[src/hw/aao_pkg.sv]
// Package: operation codes, flag layout, request and result carriers for the add/AND datapath
package aao_pkg;

   localparam int unsigned DATA_W = 8;

   // Operation selects, as issued by the instruction decoder
   typedef enum logic [2:0] {
      AAO_OP_ADD_CARRY_TO_MEMORY,
      AAO_OP_ADD_MEM_TO_ACC,
      AAO_OP_ADD_IMM_TO_ACC,
      AAO_OP_ADD_ACCUMULATOR_TO_MEMORY,
      AAO_OP_AND_MEM_TO_ACC,
      AAO_OP_AND_IMM_TO_ACC
   } aao_op_e;

   // Flag positions inside the packed flag word
   localparam int unsigned FLAG_CARRY_POS      = 0;
   localparam int unsigned FLAG_HALF_CARRY_POS = 1;
   localparam int unsigned FLAG_ZERO_POS       = 2;
   localparam int unsigned FLAG_OVERFLOW_POS   = 3;

   // Reset values
   localparam logic [7:0] ACCUMULATOR_RESET = 8'h00;
   localparam logic [3:0] FLAGS_RESET       = 4'h0;

   typedef struct packed {
      logic overflow_flag;
      logic zero_flag;
      logic half_carry_flag;
      logic carry_flag;
   } aao_flags_s;

   // One instruction request from the decoder
   typedef struct packed {
      logic       valid;
      aao_op_e    op;
      logic [7:0] mem_data;
      logic [7:0] imm_data;
   } aao_req_s;

   // Memory write-back towards the data memory port
   typedef struct packed {
      logic       write;
      logic [7:0] data;
   } aao_mem_wr_s;

endpackage : aao_pkg

[src/hw/aao_adder.sv]
// Eight-bit adder with carry, half-carry and signed overflow outputs
`timescale 1ns/1ps
`default_nettype none

module aao_adder (
   input  wire logic [7:0] a,
   input  wire logic [7:0] b,
   input  wire logic       cin,
   output logic      [7:0] sum,
   output logic            carry_out,
   output logic            half_carry_out,
   output logic            overflow_out
);

   logic [4:0] low_nibble;
   logic [8:0] full_sum;

   // Nibble sum taken separately so bit-3 carry is exact
   always_comb begin
      low_nibble     = {1'b0, a[3:0]} + {1'b0, b[3:0]} + {4'h0, cin};
      full_sum       = {1'b0, a} + {1'b0, b} + {8'h00, cin};
      sum            = full_sum[7:0];
      carry_out      = full_sum[8];
      half_carry_out = low_nibble[4];
      // Same-sign operands giving an opposite-sign result
      overflow_out   = (a[7] == b[7]) && (full_sum[7] != a[7]);
   end

endmodule // aao_adder
`default_nettype wire

[src/hw/aao_datapath.sv]
// Add and AND datapath: accumulator, flags and memory write-back
`timescale 1ns/1ps
`default_nettype none

module aao_datapath (
   input  wire logic                 ref_clk,
   input  wire logic                 rst_n,
   input  wire logic                 clk_en,
   input  wire aao_pkg::aao_req_s    req,
   output logic                [7:0] accumulator,
   output aao_pkg::aao_flags_s       flags,
   output aao_pkg::aao_mem_wr_s      mem_wr
);

   // Whole module state in one packed struct
   typedef struct packed {
      logic [7:0]           accumulator;
      aao_pkg::aao_flags_s  flags;
      aao_pkg::aao_mem_wr_s mem_wr;
   } aao_state_s;

   aao_state_s state;
   aao_state_s next_state;

   logic [7:0] add_b;
   logic       add_cin;
   logic [7:0] add_sum;
   logic       add_carry;
   logic       add_half;
   logic       add_ovf;

   // True for the four add operations
   function automatic logic is_add(input aao_pkg::aao_op_e op);
      return op inside {aao_pkg::AAO_OP_ADD_CARRY_TO_MEMORY, aao_pkg::AAO_OP_ADD_MEM_TO_ACC,
                        aao_pkg::AAO_OP_ADD_IMM_TO_ACC, aao_pkg::AAO_OP_ADD_ACCUMULATOR_TO_MEMORY};
   endfunction

   // True where the result is written to data memory
   function automatic logic to_memory(input aao_pkg::aao_op_e op);
      return op inside {aao_pkg::AAO_OP_ADD_CARRY_TO_MEMORY, aao_pkg::AAO_OP_ADD_ACCUMULATOR_TO_MEMORY};
   endfunction

   // Operand select: only the immediate forms use the instruction byte
   always_comb begin
      add_b   = (req.op == aao_pkg::AAO_OP_ADD_IMM_TO_ACC) ? req.imm_data : req.mem_data;
      // Carry-in only for add-with-carry; plain adds ignore the flag
      add_cin = (req.op == aao_pkg::AAO_OP_ADD_CARRY_TO_MEMORY) ? state.flags.carry_flag : 1'b0;
   end

   aao_adder u_adder (
      .a              (state.accumulator),
      .b              (add_b),
      .cin            (add_cin),
      .sum            (add_sum),
      .carry_out      (add_carry),
      .half_carry_out (add_half),
      .overflow_out   (add_ovf)
   );

   // Next-state: results and flags by operation
   always_comb begin
      next_state              = state;
      next_state.mem_wr.write = 1'b0;  // Write strobe lasts one enabled cycle
      if (req.valid) begin
         case (req.op)
            aao_pkg::AAO_OP_ADD_CARRY_TO_MEMORY,
            aao_pkg::AAO_OP_ADD_ACCUMULATOR_TO_MEMORY: begin
               next_state.mem_wr.write = 1'b1;
               next_state.mem_wr.data  = add_sum;
            end
            aao_pkg::AAO_OP_ADD_MEM_TO_ACC,
            aao_pkg::AAO_OP_ADD_IMM_TO_ACC: begin
               next_state.accumulator = add_sum;
            end
            aao_pkg::AAO_OP_AND_MEM_TO_ACC: begin
               next_state.accumulator     = state.accumulator & req.mem_data;
               next_state.flags.zero_flag = ((state.accumulator & req.mem_data) == 8'h00);
            end
            aao_pkg::AAO_OP_AND_IMM_TO_ACC: begin
               next_state.accumulator     = state.accumulator & req.imm_data;
               next_state.flags.zero_flag = ((state.accumulator & req.imm_data) == 8'h00);
            end
            default: begin
               next_state = state;
               next_state.mem_wr.write = 1'b0;
            end
         endcase
         // All four adds share the full flag update
         if (is_add(req.op)) begin
            next_state.flags.overflow_flag   = add_ovf;
            next_state.flags.zero_flag       = (add_sum == 8'h00);
            next_state.flags.half_carry_flag = add_half;
            next_state.flags.carry_flag      = add_carry;
         end
      end
   end

   // State register, frozen while the clock enable is low
   always_ff @(posedge ref_clk or negedge rst_n) begin
      if (!rst_n) begin
         state.accumulator <= aao_pkg::ACCUMULATOR_RESET;
         state.flags       <= aao_pkg::FLAGS_RESET;
         state.mem_wr      <= '0;
      end else if (clk_en) begin
         state <= next_state;
      end
   end

   // Outputs come straight from the state flops
   assign accumulator = state.accumulator;
   assign flags       = state.flags;
   assign mem_wr      = state.mem_wr;

   // Assertions
   logic issued;
   assign issued = req.valid && clk_en;
endmodule // aao_datapath
`default_nettype wire

[config.mk]
export PLATFORM = sky130hd
export DESIGN_NAME = aao_datapath
export DESIGN_NICKNAME = d
export VERILOG_FILES = /design/src/hw/aao_pkg.sv /design/src/hw/aao_adder.sv /design/src/hw/aao_datapath.sv
export SDC_FILE = /design/constraint.sdc
export NUM_CORES = 1
export LEC_CHECK = 0
export BUFFER_PORTS_ARGS = -buffer_cell sky130_fd_sc_hd__buf_4
export CORE_UTILIZATION = 58
export CTS_BUF_LIST = sky130_fd_sc_hd__clkbuf_4 sky130_fd_sc_hd__clkbuf_8
export CTS_CLUSTER_DIAMETER = 40
export DETAILED_ROUTE_END_ITERATION = 12
export GPL_ROUTABILITY_DRIVEN = 0
export GPL_TIMING_DRIVEN = 0
export PLACE_DENSITY = 0.95
export SLEW_MARGIN = 10
export SYNTH_ARGS = -nofsm -noshare
export SYNTH_HDL_FRONTEND = slang
export SYNTH_SLANG_ARGS = --single-unit
[constraint.sdc]
create_clock -name ref_clk -period 4.82 [get_ports ref_clk]
set_input_delay 0.241 -clock ref_clk [delete_from_list [all_inputs] [get_ports ref_clk]]
set_output_delay 0.241 -clock ref_clk [all_outputs]
set_load 0.005 [all_outputs]
==> results of run 1 <==
registers in the layout (all words and copies together), names as in the netlist:
signal       flops
flags            4
accumulator      8
mem_wr           9
cells by family after synthesis:
kind of cell,synth area share
adder cells (fa/ha/maj),0.0829
flip-flops,0.341
AO/OA/AOI/OAI,0.203
buffers and inverters,0.0349
XOR/XNOR,0.0398
multiplexers,0.132
AND/OR/NAND/NOR,0.166
power by group through the flow:
stage | clock [W] | combinational, W | sequential (W)
6_report | 0.0000878 | 0.000559 | 0.000327
5_1_grt | 0.0000969 | 0.000611 | 0.000338
4_1_cts | 0.0000883 | 0.000554 | 0.000326
3_5_place_dp | 0 | 0.000551 | 0.000330
3_3_place_gp | 0 | 0.000527 | 0.000324
2_1_floorplan | 0 | 0.000323 | 0.000321
synthesized netlist by cell type:
master / n / area share
nor3_4: 1 / 0.011
nor3b_2: 1 / 0.0081
a21oi_2: 1 / 0.0057
a31oi_1: 2 / 0.0081
nor2_1: 11 / 0.027
nand2b_1: 3 / 0.012
nand3_1: 3 / 0.0097
mux2i_1: 8 / 0.052
a222oi_1: 2 / 0.013
o21a_1: 2 / 0.0097
nor4_1: 1 / 0.0041
buf_2: 4 / 0.013
or4_1: 1 / 0.0049
nor3_1: 3 / 0.0097
xor2_1: 3 / 0.017
nand2_1: 17 / 0.041
and2_1: 2 / 0.0081
o21ai_0: 14 / 0.045
o22ai_1: 1 / 0.0041
o31ai_1: 1 / 0.0049
a22o_2: 1 / 0.0065
xnor2_1: 4 / 0.023
o22a_1: 1 / 0.0057
or2_2: 1 / 0.0041
or3_1: 1 / 0.0041
inv_1: 6 / 0.015
a21o_1: 2 / 0.0097
a22o_1: 7 / 0.040
a21oi_1: 4 / 0.013
fa_1: 2 / 0.026
o41ai_2: 1 / 0.011
nor2b_1: 1 / 0.0041
and3_1: 2 / 0.0081
clkbuf_1: 3 / 0.0073
o31a_1: 1 / 0.0057
nor4b_1: 1 / 0.0057
mux2_2: 11 / 0.080
nand4_1: 1 / 0.0041
dfrtp_1: 21 / 0.34
a221o_1: 1 / 0.0065
ha_1: 7 / 0.057
a22oi_1: 3 / 0.015
final timing paths:
check                                             end  depth (start not counted)  slack [ns]
setup / recovery                mem_wr[6]$_DFFE_PN0P_                         11        1.59
hold / removal                  mem_wr[8]$_DFFE_PN0P_                          2        0.16
setup reg to reg                 flags[2]$_DFFE_PN0P_                          9        1.88
hold reg to reg                 mem_wr[3]$_DFFE_PN0P_                          2        0.50
max in group asynchronous  accumulator[2]$_DFFE_PN0P_                          2        4.25
min in group asynchronous       mem_wr[2]$_DFFE_PN0P_                          2        0.34
stage by stage:
| stage | setup WS, ns | instance area (µm²) | util | power [W] |
|---|---|---|---|---|
| after CTS | 1.64 | 1920 | 0.766 | 0.000968 |
| after global placement | 1.46 | 1880 | 0.751 | 0.000851 |
| final | 1.59 | 1920 | 0.766 | 0.000974 |
| after detailed placement | 1.34 | 1880 | 0.751 | 0.000881 |
| after floorplan | 1.78 | 1540 | - | 0.000644 |
| after global routing | 1.45 | 1920 | 0.766 | 0.00105 |
layout make-up:
cell class              instances  area (µm²)
flip-flops and latches         21         526
fillers                       179         584
repair buffers                 41         310
plain buffers                   7        31.3
well taps                      30        37.5
multi-input cells             129         961
clock buffers                   3        22.5
clock inverters                 1        5.00
inverters                       6        22.5
metal layers:
metal / vias to the layer above / routed length (µm) / track usage
met4: 0 / 99 / 0.105
met2: 96 / 2010 / 0.538
met5: - / 0 / 0
li1: 689 / - / -
met3: 8 / 320 / 0.0339
met1: 721 / 1590 / 0.382
placed cells by master (no fill, tap or decap), drive strengths merged, types with 2 or more instances in the layout:
cell    count
buf        44
a21oi       5
nand2b      3
a31oi       2
and2        2
inv         6
ha          7
nand2      17
dfrtp      21
nor2       11
clkbuf      6
o21a        2
nor3        4
a22oi       3
xnor2       4
and3        2
a21o        2
a222oi      2
mux2i       8
nand3       3
a22o        8
xor2        3
o21ai      14
fa          2
mux2       11
repair_timing:
item                                    4_1_cts  5_1_grt
hold buffers                                  1        0
endpoints found under the hold margin        21        0
gates resized for setup                       0        0
endpoints found under the setup margin        0        0
==> run_results.csv, run 1 <==
group,metric,value,unit
sta,drv_slew,0,
layout,final_nets,241,
synthesis,synth_cells,163,
synthesis,synth_nets,195,
floorplan,die_h,53.5,µm
layout,areaGrowthSynthToFinish,24.4,%
clocking,h-tree-depth,1,
floorplan,die_width,53.5,µm
sta,final-hold-violation-count,0,
placement,numPlacedInstances,233,
clocking,cts_buffers,3,
layout,layout-drive-gt1-share,0.313,
pwr,swShare,0.425,
sta,relSlewSlack,0.526,
pwr,seqPwrFrac,0.336,
clocking,cts_buffer_depth,2,
route,routedWlPerCell,16.9,µm
sta,worst_slew_pin_slew,0.709,ns
route,drc,0,
clocking,clk_pin_slew_worst_paths,0.12,ns
synthesis,syn_area_per_cell,9.45,µm²
sta,rsz0062_at_grt,"no",
synthesis,synth-seq-area-share,0.341,
setup_path,required,5.07,ns
sta,setup_viol,0,
synthesis,synthesis.area,1540,µm²
floorplan,coreArea,2500,µm²
pwr,power_frac_comb,0.574,
setup_path,crit_path_start_kind,"input port",
setup_path,worstPathMaxFanout,8,
route,routed_wl,4020,µm
setup_path,max_stage_delay,0.62,ns
setup_path,cp_data_arrival_time,3.47,ns
synthesis,ys_ff_latch,21,
clocking,cts_setup_buffers,0,
setup_path,path_delay_family,"simple AND/OR/NAND/NOR gates",
placement,portBuffers,40,
pwr,peakVddDrop,0.419,mV
layout,fin_cells,238,
floorplan,num_io_pins,44,
sta,finalClockSkew,0.00855,ns
min_path,min_from,"clk_en",
floorplan,std_cell_rows,18,
min_path,min_path_type,"in -> reg",
clocking,cts_root_buf,"clkbuf_4",
synthesis,synth.distinct_cells,42,
route,vias,1514,
floorplan,start_util,0.616,
setup_path,timing.critical_path.slowest_stage_cell,"nor3b_2",
clocking,clk_latency,0.30,ns
route,vias_per_cell,6.36,
global_route,grt_pass1_wl,6270,µm
global_route,grt_max_degree,22,
flow_run,cap_violations,0,
route,dr.pass1.iters,5,
pwr,leakagePower,0.915,nW
setup_path,path_cells,"buf_2 > nor3b_2 > mux2_2 > fa_1 > inv_1 > fa_1 > nand2b_1 > a21oi_1 > o31a_1 > nor3_1 > mux2_2",
setup_path,setup.worst_path.end_class,"flop",
sta,finalSetupTns,0,ns
floorplan,die-area,2870,µm²
pwr,intPower,0.000560,W
placement,dp_hpwl,3160,µm
global_route,grt_pass1_vias,1381,
pwr,p_per_area,508,nW/µm²
sta,post-route-min-period,3.23,ns
sta,max_freq,310,MHz
outcome,outcome,"finished clean",
sta,finalCritPeriodShare,0.670,
synthesis,synth_warnings,0,
setup_path,reg2reg_from,"flags[0]$_DFFE_PN0P_",
pwr,power_switching,0.000414,W
global_route,antenna_found_initial,0,
layout,n_antenna_cell,0,
clocking,cts_tree,"built",
pwr,clockPowerShare,0.090,
route,drt-initial-drc-count,74,
setup_path,critPathLaunch,"req[17]",
setup_path,crit_buf_inv,2,
sta,whs,0.158,ns
global_route,grt_use_total,0.305,
global_route,gr-total-overflow,0,
route,antenna_left,0,
setup_path,critical_path_class,"in -> reg",
clocking,clock_sinks,21,
No activity file was read; power rests on OpenSTA's default activity.
==> inputs of run 2 (changes only) <==
--- a/config.mk
+++ b/config.mk
@@ -6,13 +6,13 @@
 export NUM_CORES = 1
 export LEC_CHECK = 0
 export BUFFER_PORTS_ARGS = -buffer_cell sky130_fd_sc_hd__buf_4
-export CORE_UTILIZATION = 58
+export CORE_UTILIZATION = 54
 export CTS_BUF_LIST = sky130_fd_sc_hd__clkbuf_4 sky130_fd_sc_hd__clkbuf_8
 export CTS_CLUSTER_DIAMETER = 40
 export DETAILED_ROUTE_END_ITERATION = 12
 export GPL_ROUTABILITY_DRIVEN = 0
 export GPL_TIMING_DRIVEN = 0
-export PLACE_DENSITY = 0.95
+export PLACE_DENSITY = 0.89
 export SLEW_MARGIN = 10
 export SYNTH_ARGS = -nofsm -noshare
 export SYNTH_HDL_FRONTEND = slang
==> constraint.sdc (replaced) <==
create_clock -name ref_clk -period 3.2 [get_ports ref_clk]
set_input_delay 0.16 -clock ref_clk [delete_from_list [all_inputs] [get_ports ref_clk]]
set_output_delay 0.16 -clock ref_clk [all_outputs]
set_load 0.005 [all_outputs]
==> run 2 against run 1 <==
Effect of this change: total power grew 52%; critical path depth unchanged; clock-buffer cell count grew 1; worst hold slack got worse by 0.097 ns; clock skew shrank 0.0053 ns; critical endpoint unchanged; wire length fell by 0.12%; sequential power increased by 50%; clock power rose by 65%.
==> run_results.csv, run 2 (same netlist as run 1, synthesis figures left out) <==
group,metric,value,unit
setup_path,rr_endpoint,"flags[2]$_DFFE_PN0P_",
route,vias_per_cell,6.13,
placement,dp_hpwl,3080,µm
setup_path,reg2reg_slack,0.25,ns
global_route,grt_use_total,0.276,
min_path,min_from,"clk_en",
clocking,cts_tree,"built",
floorplan,die-area,3070,µm²
setup_path,reg2reg_from,"flags[0]$_DFFE_PN0P_",
floorplan,die_h,55.4,µm
clocking,clk_pin_slew_worst_paths,0.13,ns
global_route,antenna_found_initial,0,
route,vias,1464,
setup_path,required,3.46,ns
sta,final-hold-violation-count,0,
sta,max_freq,321,MHz
clocking,cts_resized,0,
clocking,h-tree-depth,1,
sta,rsz0062_at_grt,"no",
layout,areaGrowthSynthToFinish,24.6,%
sta,post-route-min-period,3.11,ns
clocking,cts_root_buf,"clkbuf_4",
placement,place_area,1880,µm²
layout,layout-drive-gt1-share,0.313,
global_route,grt_pass1_vias,1472,
global_route,gr-total-overflow,0,
clocking,cts_buffer_depth,2,
pwr,leakagePower,0.916,nW
floorplan,die_width,55.4,µm
setup_path,critPathLaunch,"req[18]",
pwr,peakVddDrop,0.522,mV
sta,drv_slew,0,
pwr,p_per_area,770,nW/µm²
layout,regMostFlops,"mem_wr",
layout,reg_top3,"mem_wr x9, accumulator x8, flags x4",
layout,fin_area,1920,µm²
floorplan,start_util,0.563,
route,routedWlPerCell,16.8,µm
global_route,grt_max_degree,22,
floorplan,std_cell_rows,19,
setup_path,crit_path_start_kind,"input port",
setup_path,critical_path_class,"in -> reg",
floorplan,coreArea,2730,µm²
route,dr.pass1.iters,6,
layout,final_cell_mix,"buf_4, dfrtp_1, nand2_1",
layout,n_antenna_cell,0,
clocking,clk_latency,0.31,ns
setup_path,worstPathMaxFanout,9,
placement,portBuffers,40,
setup_path,worstRegToRegCells,9,
sta,setup_viol,0,
layout,largest_reg_flops,9,
route,antenna_left,0,
clocking,cts_buffers,3,
min_path,holdPathStages,2,
sta,finalClockSkew,0.00325,ns
route,drt-initial-drc-count,91,
global_route,grt_pass1_wl,6760,µm
sta,whs,0.0612,ns
setup_path,cp_data_arrival_time,3.37,ns
layout,final_nets,241,
setup_path,setup.worst_path.end_class,"flop",
setup_path,cp-endpoint,"mem_wr[6]$_DFFE_PN0P_",
placement,numPlacedInstances,234,
layout,final_core_util,0.702,
clocking,clock_sinks,21,
layout,fin_cells,239,
layout,layout_commonest_cell,"buf_4",
flow_run,cap_violations,0,
route,routed_wl,4010,µm
min_path,min_path_type,"in -> reg",
route,drc,0,
sta,finalCritPeriodShare,0.972,
pwr,total_power,0.00148,W
sta,relSlewSlack,0.522,
floorplan,num_io_pins,44,
sta,worst_slew_pin_slew,0.713,ns
outcome,outcome,"finished clean",
[run 2: worst min-delay path by stage]
stage	endpoint	slack [ns]
2_1_floorplan	accumulator[0]$_DFFE_PN0P_	-0.14
3_3_place_gp	mem_wr[2]$_DFFE_PN0P_	0.06
3_5_place_dp	mem_wr[1]$_DFFE_PN0P_	0.06
4_1_cts	mem_wr[8]$_DFFE_PN0P_	0.07
5_1_grt	mem_wr[8]$_DFFE_PN0P_	0.06
6_report	mem_wr[8]$_DFFE_PN0P_	0.06
[run 2: power breakdown]
group | switching [W] | leakage [nW] | internal [W]
logic | 0.000418 | 0.635 | 0.000421
clock network | 0.0000880 | 0.0184 | 0.0000572
registers | 0.000116 | 0.263 | 0.000376
total | 0.000623 | 0.916 | 0.000854
[run 2: final cells by class]
type	instances	area [µm²]
clock buffers	4	30.0
well taps	31	38.8
flip-flops and latches	21	526
inverters	6	22.5
fillers	211	815
repair buffers	41	310
multi-input cells	129	961
plain buffers	7	31.3
[run 2: what timing repair did]
item / 4_1_cts / 5_1_grt
setup buffers: 0 / 0
endpoints found under the hold margin: 21 / 0
hold buffers: 1 / 0
endpoints found under the setup margin: 0 / 0
[run 2: worst max-delay path, stage by stage]
cell and delay (ns):
buf_2 0.15, nor3b_2 0.62, mux2_2 0.43, fa_1 0.42, inv_1 0.09, fa_1 0.19, nand2b_1 0.14, a21oi_1 0.12
o31a_1 0.28, nor3_1 0.49, mux2_2 0.26
[run 2: per-layer routing]
metal  GRT usage  wire length, µm
met1       0.355             1660
met2       0.485             2000
met3      0.0351              291
met4      0.0821               65
met5           0                0
[run 2: through the flow]
step                      setup TNS (ns)  setup slack [ns]
after floorplan                        0             0.240
after detailed placement          -0.424            -0.160
after global routing                   0            0.0147
final                                  0            0.0882
after global placement            -0.128           -0.0909
after CTS                              0             0.147
